`config.mk`:
```
export PLATFORM = sky130hd
export DESIGN_NAME = adcc_top
export DESIGN_NICKNAME = d
export VERILOG_FILES = /design/src/hw/adcc_pkg.sv /design/src/hw/adcc_top.sv /design/src/hw/adcc_prescaler.sv
export VERILOG_INCLUDE_DIRS = /design/src /design/src/hw
export SDC_FILE = /design/constraint.sdc
export NUM_CORES = 1
export LEC_CHECK = 0
export BUFFER_PORTS_ARGS = -buffer_cell sky130_fd_sc_hd__buf_2
export CAP_MARGIN = 20
export CORE_UTILIZATION = 39
export CTS_CLUSTER_SIZE = 24
export DETAILED_ROUTE_END_ITERATION = 8
export GPL_TIMING_DRIVEN = 0
export PLACE_DENSITY = 0.67
export SLEW_MARGIN = 20
export SYNTH_ARGS = -nofsm -noshare
export SYNTH_HDL_FRONTEND = slang
export SYNTH_HIERARCHICAL = 1
export SYNTH_SLANG_ARGS = --single-unit
export TNS_END_PERCENT = 5
```
`constraint.sdc`:
```
create_clock -name clk_sys -period 3.4 [get_ports clk_sys]
set_clock_uncertainty 0.05 [all_clocks]
set_input_delay 0 -clock clk_sys [delete_from_list [all_inputs] [get_ports clk_sys]]
set_output_delay 0 -clock clk_sys [all_outputs]
set_load 0.1 [all_outputs]
```
`src/hw/adcc_defs.svh`:
```
// Offsets, field positions, reset values and cycle counts of the converter control block.
// Assumes a 32-bit word-aligned register map behind an APB slave.
`ifndef ADCC_DEFS_SVH
`define ADCC_DEFS_SVH

// ----------------------------------------------------------------
// Register byte offsets
// ----------------------------------------------------------------
`define ADCC_OFS_CLKSET 8'h00
`define ADCC_OFS_MODE0 8'h04
`define ADCC_OFS_IRQSTAT 8'h08
`define ADCC_OFS_IRQMASK 8'h0C

// ----------------------------------------------------------------
// Field positions
// ----------------------------------------------------------------
`define ADCC_CLK_TSH_LSB 4
`define ADCC_CLK_DIV_LSB 0
`define ADCC_M0_DONE_BIT 7
`define ADCC_M0_BUSY_BIT 6
`define ADCC_M0_ITM_LSB 3
`define ADCC_M0_RPT_BIT 2
`define ADCC_M0_SCAN_BIT 1
`define ADCC_M0_START_BIT 0
`define ADCC_IRQ_CONV_BIT 0
`define ADCC_IRQ_REFUSE_BIT 1

// ----------------------------------------------------------------
// Reset values and codes
// ----------------------------------------------------------------
`define ADCC_TSH_RESET 4'h8
`define ADCC_DIV_RESET 3'h0
`define ADCC_IRQ_BITS 2
`define ADCC_CONV_CLKS 10'h026
`define ADCC_MIN_CONV_CLKS 10'h02E
`define ADCC_SH_8 10'h008
`define ADCC_SH_16 10'h010
`define ADCC_SH_24 10'h018
`define ADCC_SH_32 10'h020
`define ADCC_SH_64 10'h040
`define ADCC_SH_128 10'h080
`define ADCC_SH_512 10'h200

`endif

```
`src/hw/adcc_pkg.sv`:
```
// Types shared by the converter control block.
// Assumes adcc_defs.svh supplies the numeric constants.
package adcc_pkg;

  // Conversion clock setting fields
  typedef struct packed {
    logic [3:0] tsh;
    logic [2:0] div;
  } adcc_clkcfg_s;

  // Normal conversion mode fields
  typedef struct packed {
    logic [1:0] itm;
    logic repeatMode;
    logic scanMode;
  } adcc_mode_s;

  // Sequencer states, one-hot
  typedef enum logic [2:0] {
    ADCC_IDLE = 3'b001,
    ADCC_SAMPLE = 3'b010,
    ADCC_CONVERT = 3'b100
  } adcc_state_e;

endpackage : adcc_pkg

```
`src/hw/adcc_top.sv`:
```
// Normal-conversion clock and mode control of a successive-approximation converter.
// Assumes an APB master on clk_sys and an analog core that follows the phase strobes.
//
// The implementer's own choices: the register addresses and register access over APB.
`timescale 1ns/10ps
`include "adcc_defs.svh"

module adcc_top
  import adcc_pkg::*;
#(
  parameter int ADDR_W = 8,
  parameter int PH_W = 10,
  parameter int CH_W = 4
)
(
  // System
  input wire logic clk_sys,
  input wire logic rst,
  input wire logic ce,
  // APB slave
  input wire logic psel,
  input wire logic penable,
  input wire logic pwrite,
  input wire logic [ADDR_W-1:0] paddr,
  input wire logic [31:0] pwdata,
  output logic [31:0] prdata,
  output logic pready,
  output logic pslverr,
  // Scan length from the channel-select block
  input wire logic [CH_W-1:0] scanCount,
  // Analog core strobes
  output logic convClkTick,
  output logic sampleActive,
  output logic convertActive,
  output logic [CH_W-1:0] scanIndex,
  output logic convEndPulse,
  // Events
  output logic convIrqPulse,
  output logic irq
);

  // ----------------------------------------------------------------
  // Register state
  // ----------------------------------------------------------------
  adcc_clkcfg_s clkCfg_reg;
  adcc_mode_s mode_reg;
  logic doneFlag_reg;
  logic busyFlag_reg;
  logic [`ADCC_IRQ_BITS-1:0] irqStat_reg;
  logic [`ADCC_IRQ_BITS-1:0] irqMask_reg;
  logic [31:0] prdata_reg;

  // ----------------------------------------------------------------
  // Sequencer state
  // ----------------------------------------------------------------
  adcc_state_e state_reg;
  adcc_state_e state_next;
  logic [PH_W-1:0] phase_reg;
  logic [PH_W-1:0] phase_next;
  logic [CH_W-1:0] chan_reg;
  logic [CH_W-1:0] chan_next;
  logic [2:0] interval_reg;
  logic [2:0] interval_next;
  logic convEnd_reg;
  logic convIrq_reg;

  // ----------------------------------------------------------------
  // APB decode
  // ----------------------------------------------------------------
  logic setupRd;
  logic accWr;
  logic accRd;
  logic hitClk;
  logic hitMode;
  logic hitStat;
  logic hitMask;
  logic hitAny;
  logic wrClk;
  logic wrMode;
  logic wrStat;
  logic wrMask;
  logic rdMode;
  logic startReq;
  logic startAccepted;
  logic startRefused;

  // Address hits and qualified strobes; zero wait states
  assign hitClk = (paddr == ADDR_W'(`ADCC_OFS_CLKSET));
  assign hitMode = (paddr == ADDR_W'(`ADCC_OFS_MODE0));
  assign hitStat = (paddr == ADDR_W'(`ADCC_OFS_IRQSTAT));
  assign hitMask = (paddr == ADDR_W'(`ADCC_OFS_IRQMASK));
  assign hitAny = hitClk || hitMode || hitStat || hitMask;
  assign setupRd = psel && !penable && !pwrite;
  assign accWr = psel && penable && pwrite && hitAny;
  assign accRd = psel && penable && !pwrite && hitAny;
  assign wrClk = accWr && hitClk;
  assign wrMode = accWr && hitMode;
  assign wrStat = accWr && hitStat;
  assign wrMask = accWr && hitMask;
  assign rdMode = accRd && hitMode;
  assign pready = 1'b1;
  assign pslverr = psel && penable && !hitAny;
  assign prdata = prdata_reg;

  // Start only on a written one; a zero is ignored
  assign startReq = wrMode && pwdata[`ADCC_M0_START_BIT];
  assign startAccepted = startReq && (state_reg == ADCC_IDLE);
  assign startRefused = startReq && (state_reg != ADCC_IDLE);

  // ----------------------------------------------------------------
  // Read mux
  // ----------------------------------------------------------------
  logic [31:0] rdClk;
  logic [31:0] rdMode0;
  logic [31:0] rdStat;
  logic [31:0] rdMask;
  logic [31:0] rdMux;

  // Reserved bits read as zero, start bit always reads zero
  assign rdClk = {24'h000000, clkCfg_reg.tsh, 1'b0, clkCfg_reg.div};
  assign rdMode0 = {24'h000000, doneFlag_reg, busyFlag_reg, 1'b0,
                    mode_reg.itm, mode_reg.repeatMode, mode_reg.scanMode, 1'b0};
  assign rdStat = {30'h0, irqStat_reg};
  assign rdMask = {30'h0, irqMask_reg};
  assign rdMux = hitClk ? rdClk :
                 hitMode ? rdMode0 :
                 hitStat ? rdStat :
                 hitMask ? rdMask : 32'h00000000;

  // Read data captured in the setup phase so it stands through the access phase
  always_ff @(posedge clk_sys)
  begin
    if (rst)
      prdata_reg <= 32'h00000000;
    else if (ce && setupRd)
      prdata_reg <= rdMux;
  end

  // ----------------------------------------------------------------
  // Configuration registers
  // ----------------------------------------------------------------
  // Divider code is taken as written; software must not touch it mid-conversion
  always_ff @(posedge clk_sys)
  begin
    if (rst)
    begin
      clkCfg_reg.tsh <= `ADCC_TSH_RESET;
      clkCfg_reg.div <= `ADCC_DIV_RESET;
    end
    else if (ce && wrClk)
    begin
      clkCfg_reg.tsh <= pwdata[`ADCC_CLK_TSH_LSB +: 4];
      clkCfg_reg.div <= pwdata[`ADCC_CLK_DIV_LSB +: 3];
    end
  end

  // Mode fields written together with the start bit are in force for that start
  always_ff @(posedge clk_sys)
  begin
    if (rst)
      mode_reg <= '0;
    else if (ce && wrMode)
    begin
      mode_reg.itm <= pwdata[`ADCC_M0_ITM_LSB +: 2];
      mode_reg.repeatMode <= pwdata[`ADCC_M0_RPT_BIT];
      mode_reg.scanMode <= pwdata[`ADCC_M0_SCAN_BIT];
    end
  end

  // ----------------------------------------------------------------
  // Conversion clock and phase lengths
  // ----------------------------------------------------------------
  logic [PH_W-1:0] sampleLen;
  logic [PH_W-1:0] convLen;
  logic tick;

  // Reserved sample codes fall back to the shortest legal length
  assign sampleLen = (clkCfg_reg.tsh == 4'h9) ? `ADCC_SH_16 :
                     (clkCfg_reg.tsh == 4'hA) ? `ADCC_SH_24 :
                     (clkCfg_reg.tsh == 4'hB) ? `ADCC_SH_32 :
                     (clkCfg_reg.tsh == 4'h3) ? `ADCC_SH_64 :
                     (clkCfg_reg.tsh == 4'hC) ? `ADCC_SH_128 :
                     (clkCfg_reg.tsh == 4'hD) ? `ADCC_SH_512 : `ADCC_SH_8;
  // Convert phase stretched so sample plus convert never drops below the minimum
  assign convLen = (sampleLen + `ADCC_CONV_CLKS < `ADCC_MIN_CONV_CLKS) ?
                   PH_W'(`ADCC_MIN_CONV_CLKS - sampleLen) : `ADCC_CONV_CLKS;

  adcc_prescaler #(
    .CNT_W(4)
  ) u_prescaler (
    .clk_sys(clk_sys),
    .rst(rst),
    .ce(ce),
    .restart(startAccepted),
    .divSel(clkCfg_reg.div),
    .tick(tick)
  );

  assign convClkTick = tick;

  // ----------------------------------------------------------------
  // Sequencer
  // ----------------------------------------------------------------
  logic sampleDone;
  logic convDone;
  logic lastChan;
  logic passEnd;
  logic stopNow;
  logic fixedRepeat;
  logic [2:0] intervalLast;
  logic intervalHit;
  logic convEvent;

  assign sampleDone = tick && (state_reg == ADCC_SAMPLE) && (phase_reg == sampleLen - PH_W'(1));
  assign convDone = tick && (state_reg == ADCC_CONVERT) && (phase_reg == convLen - PH_W'(1));
  // Fixed mode converts one channel a pass; scan walks scanCount+1 channels
  assign lastChan = !mode_reg.scanMode || (chan_reg == scanCount);
  assign passEnd = convDone && lastChan;
  assign stopNow = passEnd && !mode_reg.repeatMode;
  assign fixedRepeat = mode_reg.repeatMode && !mode_reg.scanMode;
  // Interval 11 is prohibited; treated like every 8 conversions
  assign intervalLast = (mode_reg.itm == 2'b00) ? 3'h0 :
                        (mode_reg.itm == 2'b01) ? 3'h3 : 3'h7;
  assign intervalHit = convDone && (interval_reg == intervalLast);
  assign convEvent = fixedRepeat ? intervalHit : passEnd;

  // Next-state logic
  always_comb
  begin
    state_next = state_reg;
    phase_next = phase_reg;
    chan_next = chan_reg;
    case (state_reg)
      ADCC_IDLE:
      begin
        phase_next = '0;
        chan_next = '0;
        if (startAccepted)
          state_next = ADCC_SAMPLE;
      end
      ADCC_SAMPLE:
      begin
        if (sampleDone)
        begin
          phase_next = '0;
          state_next = ADCC_CONVERT;
        end
        else if (tick)
          phase_next = phase_reg + PH_W'(1);
      end
      ADCC_CONVERT:
      begin
        if (convDone)
        begin
          phase_next = '0;
          chan_next = lastChan ? '0 : chan_reg + CH_W'(1);
          state_next = stopNow ? ADCC_IDLE : ADCC_SAMPLE;
        end
        else if (tick)
          phase_next = phase_reg + PH_W'(1);
      end
      default:
      begin
        phase_next = '0;
        chan_next = '0;
        state_next = ADCC_IDLE;
      end
    endcase
  end

  // Interval counter only runs in fixed repeat mode
  assign interval_next = !fixedRepeat || state_reg == ADCC_IDLE ? 3'h0 :
                         intervalHit ? 3'h0 :
                         convDone ? interval_reg + 3'h1 : interval_reg;

  // Sequencer registers
  always_ff @(posedge clk_sys)
  begin
    if (rst)
    begin
      state_reg <= ADCC_IDLE;
      phase_reg <= '0;
      chan_reg <= '0;
      interval_reg <= 3'h0;
    end
    else if (ce)
    begin
      state_reg <= state_next;
      phase_reg <= phase_next;
      chan_reg <= chan_next;
      interval_reg <= interval_next;
    end
  end

  // End-of-conversion and interrupt strobes, one cycle each
  always_ff @(posedge clk_sys)
  begin
    if (rst)
    begin
      convEnd_reg <= 1'b0;
      convIrq_reg <= 1'b0;
    end
    else if (ce)
    begin
      convEnd_reg <= convDone;
      convIrq_reg <= convEvent;
    end
  end

  // ----------------------------------------------------------------
  // Busy and done flags
  // ----------------------------------------------------------------
  // Busy rises with the accepted start and falls at the final conversion end
  always_ff @(posedge clk_sys)
  begin
    if (rst)
      busyFlag_reg <= 1'b0;
    else if (ce)
    begin
      if (startAccepted)
        busyFlag_reg <= 1'b1;
      else if (stopNow)
        busyFlag_reg <= 1'b0;
    end
  end

  // Read-to-clear only once the read showed it, so a late completion is kept
  always_ff @(posedge clk_sys)
  begin
    if (rst)
      doneFlag_reg <= 1'b0;
    else if (ce)
    begin
      if (convEvent)
        doneFlag_reg <= 1'b1;
      else if ((rdMode && prdata_reg[`ADCC_M0_DONE_BIT]) || startAccepted)
        doneFlag_reg <= 1'b0;
    end
  end

  // ----------------------------------------------------------------
  // Interrupt status and mask
  // ----------------------------------------------------------------
  logic [`ADCC_IRQ_BITS-1:0] irqEvents;
  logic [`ADCC_IRQ_BITS-1:0] irqStat_next;

  assign irqEvents = {startRefused, convEvent};
  // Write-one-to-clear, with a fresh event taking priority
  assign irqStat_next = (irqStat_reg & ~(wrStat ? pwdata[`ADCC_IRQ_BITS-1:0] : '0)) | irqEvents;

  always_ff @(posedge clk_sys)
  begin
    if (rst)
    begin
      irqStat_reg <= '0;
      irqMask_reg <= '0;
    end
    else if (ce)
    begin
      irqStat_reg <= irqStat_next;
      if (wrMask)
        irqMask_reg <= pwdata[`ADCC_IRQ_BITS-1:0];
    end
  end

  // ----------------------------------------------------------------
  // Outputs to the analog core and system
  // ----------------------------------------------------------------
  assign sampleActive = (state_reg == ADCC_SAMPLE);
  assign convertActive = (state_reg == ADCC_CONVERT);
  assign scanIndex = chan_reg;
  assign convEndPulse = convEnd_reg;
  assign convIrqPulse = convIrq_reg;
  assign irq = |(irqStat_reg & irqMask_reg);

endmodule : adcc_top

```
`src/hw/adcc_prescaler.sv`:
```
// Conversion clock prescaler: one-cycle tick every 1, 2, 4, 8 or 16 system clocks.
// Assumes the divider select is stable while the sequencer runs.
`timescale 1ns/10ps
module adcc_prescaler
  import adcc_pkg::*;
#(
  parameter int CNT_W = 4
)
(
  // Clock, reset, enable
  input wire logic clk_sys,
  input wire logic rst,
  input wire logic ce,
  // Control
  input wire logic restart,
  input wire logic [2:0] divSel,
  // Tick out
  output logic tick
);

  logic [CNT_W-1:0] cnt_reg;
  logic [CNT_W-1:0] cnt_next;
  logic [CNT_W-1:0] limit;

  // Terminal count per divider code; reserved codes fall back to the slowest rate
  assign limit = (divSel == 3'h0) ? CNT_W'(0) :
                 (divSel == 3'h1) ? CNT_W'(1) :
                 (divSel == 3'h2) ? CNT_W'(3) :
                 (divSel == 3'h3) ? CNT_W'(7) : CNT_W'(15);
  assign tick = ce && !restart && (cnt_reg == limit);
  assign cnt_next = (restart || cnt_reg == limit) ? '0 : cnt_reg + CNT_W'(1);

  // Free-running divider, realigned on each start
  always_ff @(posedge clk_sys)
  begin
    if (rst)
      cnt_reg <= '0;
    else if (ce)
      cnt_reg <= cnt_next;
  end

endmodule : adcc_prescaler

```
**Word level (Yosys, flattened, before mapping)**

Index checks and enable logic that the tools add are counted.

- $add $sub $neg: 8
- $lt $le $gt $ge: 1
- Equal/unequal tests: 25
- Mux-type cells: 39
- Bitwise operators: 5
- Reductions and logical operators: 57

Operators with widths:

| cell | number |
|---|---|
| $mux 10 | 10 |
| $logic_and 1x1->1 | 30 |
| $mux 4 | 7 |
| $mux 3 | 8 |
| $eq 10x10->1 | 2 |
| $eq 4x4->1 const B | 5 |
| $pmux 10 s2 | 1 |
| $sub 10x1->10 const B | 2 |
| $eq 8x4->1 const B | 2 |
| $mux 8 | 2 |
| $add 10x1->10 const B | 1 |
| $add 10x6->10 const B | 1 |
| $lt 10x6->1 const B | 1 |
| $sub 6x10->10 const A | 1 |
| $eq 3x2->1 const B | 3 |
| $pmux 3 s3 | 1 |
| $add 4x1->4 const B | 2 |
| $eq 4x4->1 | 2 |
| $eq 8x3->1 const B | 1 |
| $logic_not 8->1 | 1 |
| $mux 2 | 4 |
| $pmux 4 s2 | 1 |
| $reduce_and 2->1 | 4 |
| $logic_not 1->1 | 7 |
| 22 further kinds | 36 |

- Flip-flop bits (word level): 75
- Input port bits: 50
- Output and inout bits: 44
- Word-level logic and storage cells: 152

**Logic depth before layout (Yosys ltp)**

- Depth in word-level cells: 18
- Mapped depth: 14
- Mapped depth without buffers: 13

**Cells and area by module**

The synthesis kept the hierarchy.

By module, submodules not included:

| module | times used | cells an instance | area an instance (sq um) | sequential area each (sq um) |
|---|---|---|---|---|
| adcc_top | 1 | 422 | 3443.3 | 940.9 |
| adcc_prescaler | 1 | 31 | 282.8 | 80.1 |

**Worst setup path after synthesis**

Ideal clock, no wire load.

- Kind: reg-to-reg
- Start point: register clkCfg_reg[1] (netlist name)
- End point: register interval_reg[2]
- Setup time: 86 ps
- Arrival time: 4645 ps
- Data required time: 3264 ps
- Setup slack: -1381 ps
- Stages on the path, launching flop included: 12
- Buffers on the path: 0
- Period minus slack after synthesis: 4781 ps
- Cells stage by stage: dfxtp_1 > or4bb_1 > o21ai_1 > nor2_1 > nor4b_2 > nand4_1 > nor3_1 > o21a_1 > o21ba_2 > nand4_4 > or4_4 > a221oi_2

- Cells in the longest elaborated chain, start to end: 12
- Elaborated cells on any way between the ends: 17
- Those cells by class: eq/ne: 4; mux: 6; reduce/logical: 7

Ends and longest elaborated chain:

| element | RTL line | text |
|---|---|---|
| start, declared | adcc_top.sv:45 | `adcc_clkcfg_s clkCfg_reg;` |
| $eq 3x2->1 | adcc_prescaler.sv:29 | `(divSel == 3'h3) ? CNT_W'(7) : CNT_W'(15);` |
| $mux 4 | adcc_prescaler.sv:29 |  |
| $mux 4 | adcc_prescaler.sv:28 | `(divSel == 3'h2) ? CNT_W'(3) :` |
| $mux 4 | adcc_prescaler.sv:27 | `(divSel == 3'h1) ? CNT_W'(1) :` |
| $mux 4 * | adcc_prescaler.sv:26 | `assign limit = (divSel == 3'h0) ? CNT_W'(0) :` |
| $eq 4x4->1 * | adcc_prescaler.sv:30 | `assign tick = ce && !restart && (cnt_reg == limit);` |
| $logic_and 1x1->1 * | adcc_prescaler.sv:30 |  |
| via convClkTick | adcc_top.sv:32 | `output logic convClkTick,` |
| $logic_and 1x1->1 * (2 in series) | adcc_top.sv:215 | `assign convDone = tick && (state_reg == ADCC_CONVERT) && (phase_reg == convLen - PH_W'(1));` |
| $logic_and 1x1->1 | adcc_top.sv:224 | `assign intervalHit = convDone && (interval_reg == intervalLast);` |
| $reduce_bool 3->1 (no source line) or $mux 3 (tied branches) | - |  |
| $reduce_and 2->1 (no source line) or $mux 3 (tied branches) | - |  |
| end signal, assigned | adcc_top.sv:291 | `interval_reg <= interval_next;` |
| end, declared | adcc_top.sv:62 | `logic [2:0] interval_reg;` |

The timed path passes the listed nets; every way through them passes the cells marked *.
A chain may end at the register's enable or synchronous reset.

**Final worst setup path**

- Start point: register clkCfg_reg[2] (netlist name)
- End point: register interval_reg[2]

- Cells in the longest elaborated chain, start to end: 12
- Elaborated cells on any way between the ends: 17
- Those cells by class: eq/ne: 4; mux: 6; reduce/logical: 7

Ends and longest elaborated chain:

| element | RTL line |
|---|---|
| $eq 3x2->1 | adcc_prescaler.sv:29 |
| $mux 4 | adcc_prescaler.sv:29 |
| $mux 4 | adcc_prescaler.sv:28 |
| $mux 4 | adcc_prescaler.sv:27 |
| $mux 4 * | adcc_prescaler.sv:26 |
| $eq 4x4->1 * | adcc_prescaler.sv:30 |
| $logic_and 1x1->1 * | adcc_prescaler.sv:30 |
| $logic_and 1x1->1 * (2 in series) | adcc_top.sv:215 |
| $logic_and 1x1->1 | adcc_top.sv:224 |
| $reduce_bool 3->1 (no source line) or $mux 3 (tied branches) | - |
| $reduce_and 2->1 (no source line) or $mux 3 (tied branches) | - |

Every way passes the cells marked *; elsewhere a longest branch is shown, timed or not.

==> qor.yml <==
timing:
  max_freq_mhz: 299
  post-route-period-util: 0.983
  final_hold_viol_count: 0
  tightest_slew_ps: 959
  drv_slew: 0
  relSlewSlack: 0.355
  fin_tns_setup_ps: 0
  rsz0062_at_grt: "yes"
  post-route-min-period_ps: 3340
  setup_viol: 0
floorplanning:
  fp.dieH_um: 99.7
  ios: 94
  coreArea_sq_um: 9240
  initial_core_util: 0.403
  die_area_sq_um: 9950
  die_w_um: 99.7
  std_cell_rows: 35
cts:
  cts_made_buffers: 5
  tritoncts: "done"
  cts-root-buf: "clkbuf_8"
  clock_latency_ps: 320
  cts.clk_slew.worst_paths_ps: 100
  clock_path_buffers: 2
  cts_sinks: 51
  htreeDepth: 2
layout:
  largest_register_ffs: 10
  post-route-util: 0.520
  multiInputGateArea_sq_um: 2590
  nNetsFinal: 622
  syn2layout_area_growth_pct: 28.9
  fill_cells: 840
  seq_area_sq_um: 1030
  stdcell_area_sq_um: 4800
  final_layout_size_suffix_gt1_frac: 0.302
  antennaDiodeCount: 0
  instances_no_fill: 688
pwr:
  power_density_nw_per_um2: 278
  total_power_mw: 1.34
  ir_drop_v: 0.000218
  p_leak_nw: 1.98
setup_path:
  worstPathRequired_ps: 3590
  timing.reg2reg.setup_slack_ps: 60
  path_class: "flop to flop"
  cp-start-kind: "flop"
  slowest_stage: "or4bb_1"
  timing.rr.start: "clkCfg_reg[2]"
  crit_buf_inv: 0
  reg2reg_depth: 11
  slowest_delay_ps: 520
  cpLargestDelayFamily: "simple AND/OR/NAND/NOR gates"
  end_kind: "flop"
  crit_chain: "or4bb_1 -> o21ai_2 -> nor2_2 -> nor4b_4 -> nand4_1 -> nor3_1 -> o21a_1 -> o21ba_4 -> nand4_4 -> or4_4 -> a221oi_2"
  crit_arrival_ps: 3530
  crit_path_max_fanout: 6
  crit_path_start: "clkCfg_reg[2]"
  rr_endpoint: "interval_reg[2]"
flow_run:
  maxCapViolCount: 0
yosys:
  synth_top_area_frac: 0.274
  synth_ff_type: "dfxtp_1"
  yosysSeqAreaShare: 0.274
  postSynthCellCount: 453
  synth.area.top_cells: "dfxtp_1 (27%), buf_4 (6.0%), ha_1 (4.7%)"
  yosysUniqueCellTypes: 76
  yosys_warnings: 6
  synthArstFlopShare: 0
  synth_area_per_cell_sq_um: 8.23
  yosysTopAreaCell: "dfxtp_1"
  ys_ff_latch: 51
  synth_area_sq_um: 3730
  synth_edf_count: 0
outcome:
  status: "completed"
min_path:
  hold_depth: 3
  hp-start: "ce"
  hold_path.class: "primary input to flop"
  whs_endpoint: "u_prescaler/cnt_reg[1]"
detailed_routing:
  wl_met2_mm: 4.62
  viasPerCell: 5.31
  drt-total-wl_mm: 9.93
  drc: 0
  m1WireLength_mm: 4.63
  ant_nets: 0
  wl_per_cell_um: 14.4
  vias: 3653
  route.met3.wl_um: 519
  first_pass_iters: 5
  dr.first_iter.drc_count: 167
  top_layer_used: "met4"
grt:
  antenna_found_initial: 0
  grt_start_max_net_pins: 16
  grt_pass1_vias: 3261
  grt_pass1_wl_mm: 15.5
  gr-total-overflow: 0
  grt_usage: 0.194
placed_design:
  place_area_sq_um: 4200
  io_buffers: 43
  dp_hpwl_mm: 7.01
  dpl.cell_count: 648
  routabilityCongestion: 0.867
==> tightest hold or removal path, delay by kind of cell <==
family | cells | cell delay [ps]
AND/OR/NAND/NOR | 1 | 60
buffers and inverters | 1 | 150
multiplexers | 1 | 150
==> cell usage after synthesis, drive strengths merged (2+ instances only) <==
library cell,instances
buf,35
or3b,3
o21ba,2
o21a,3
and2,2
nand3b,7
or2,6
nand2b,10
a211oi,2
mux2i,14
ha,14
a211o,3
o21ai,26
a21oi,22
nor3,21
a22oi,6
clkbuf,12
mux2,3
xnor2,12
nor4,5
nand4,6
nand3,21
a41oi,2
o221ai,2
nor2b,6
a31oi,5
o211ai,3
nor2,39
nand2,31
a21o,2
a2111oi,2
xor2,16
or4,4
dfxtp,51
a221oi,3
nor3b,6
conb,2
inv,16
and3,5
o311ai,2
or3,4
nor4b,2
==> metal layers <==
| layer | track usage | vias up |
|---|---|---|
| met4 | 0.0532 | 0 |
| met1 | 0.256 | 1737 |
| met2 | 0.317 | 121 |
| met5 | 0 | - |
| met3 | 0.0443 | 17 |
| li1 | - | 1778 |
==> logic make-up (layout without fill, tap and decap cells) <==
group,count (synthesis),after routing,synth area share
mux,18,18,0.0527
simple gates,183,183,0.276
flops,51,51,0.274
buf+inv,64,147,0.103
compound gates,93,93,0.178
xor+xnor,28,28,0.0678
other cells,2,25,0.00202
fa+ha+maj,14,14,0.0470
==> final cells by class <==
| class | count | share of cell area |
|---|---|---|
| clock inverters | 2 | 0.0125 |
| plain buffers | 47 | 0.0706 |
| inverters | 17 | 0.0133 |
| multi-input cells | 361 | 0.539 |
| clock buffers | 6 | 0.0151 |
| well taps | 129 | 0.0336 |
| flip-flops and latches | 51 | 0.215 |
| repair buffers | 75 | 0.100 |
==> layout by cell type (no fill, tap or decap), drive strengths merged, types with 5 or more instances in the layout <==
master,netlist,routed
nor4,5,5
a31oi,5,5
buf,35,101
dfxtp,51,51
a22oi,6,6
a21oi,22,22
nand3b,7,7
xor2,16,16
xnor2,12,12
and3,5,5
nand2,31,31
clkbuf,12,18
nor2,39,39
ha,14,14
o21ai,26,26
inv,16,16
nand2b,10,10
nand4,6,6
dlygate4sd3,0,9
or2,6,6
nor2b,6,6
nand3,21,21
conb,2,25
nor3,21,21
nor3b,6,6
mux2i,14,14
==> how the worst max path moves through the flow <==
stage	endpoint	slack, ps	cells past startpoint
after floorplan	interval_reg[2]	-550	11
after global placement	interval_reg[2]	-250	13
after detailed placement	interval_reg[2]	-360	13
after global routing	interval_reg[2]	-90	15
after CTS	interval_reg[2]	7	14
final	interval_reg[2]	60	11
==> timing repair <==
item	in CTS	in global routing
pin swaps	11	19
hold endpoints to repair	17	0
buffers inserted	13	10
setup endpoints to repair	19	21
resized for setup	14	39
hold buffers	9	0
==> metrics by stage <==
| step | worst slack, ps | hold WS [ps] |
|---|---|---|
| 3_5_place_dp | -363 | 167 |
| 4_1_cts | 6.57 | 20.5 |
| 5_1_grt | -91.6 | 59.0 |
| 3_3_place_gp | -249 | 174 |
| 6_report | 56.9 | 29.9 |
| 2_1_floorplan | -547 | 28.3 |
==> report_power, final <==
part / internal [mW] / switching, mW / total [mW]
registers: 0.596 / 0.000794 / 0.597
clock network: 0.294 / 0.216 / 0.510
logic: 0.0508 / 0.178 / 0.229
total: 0.942 / 0.395 / 1.34
No activity file was read; power rests on OpenSTA's default activity.
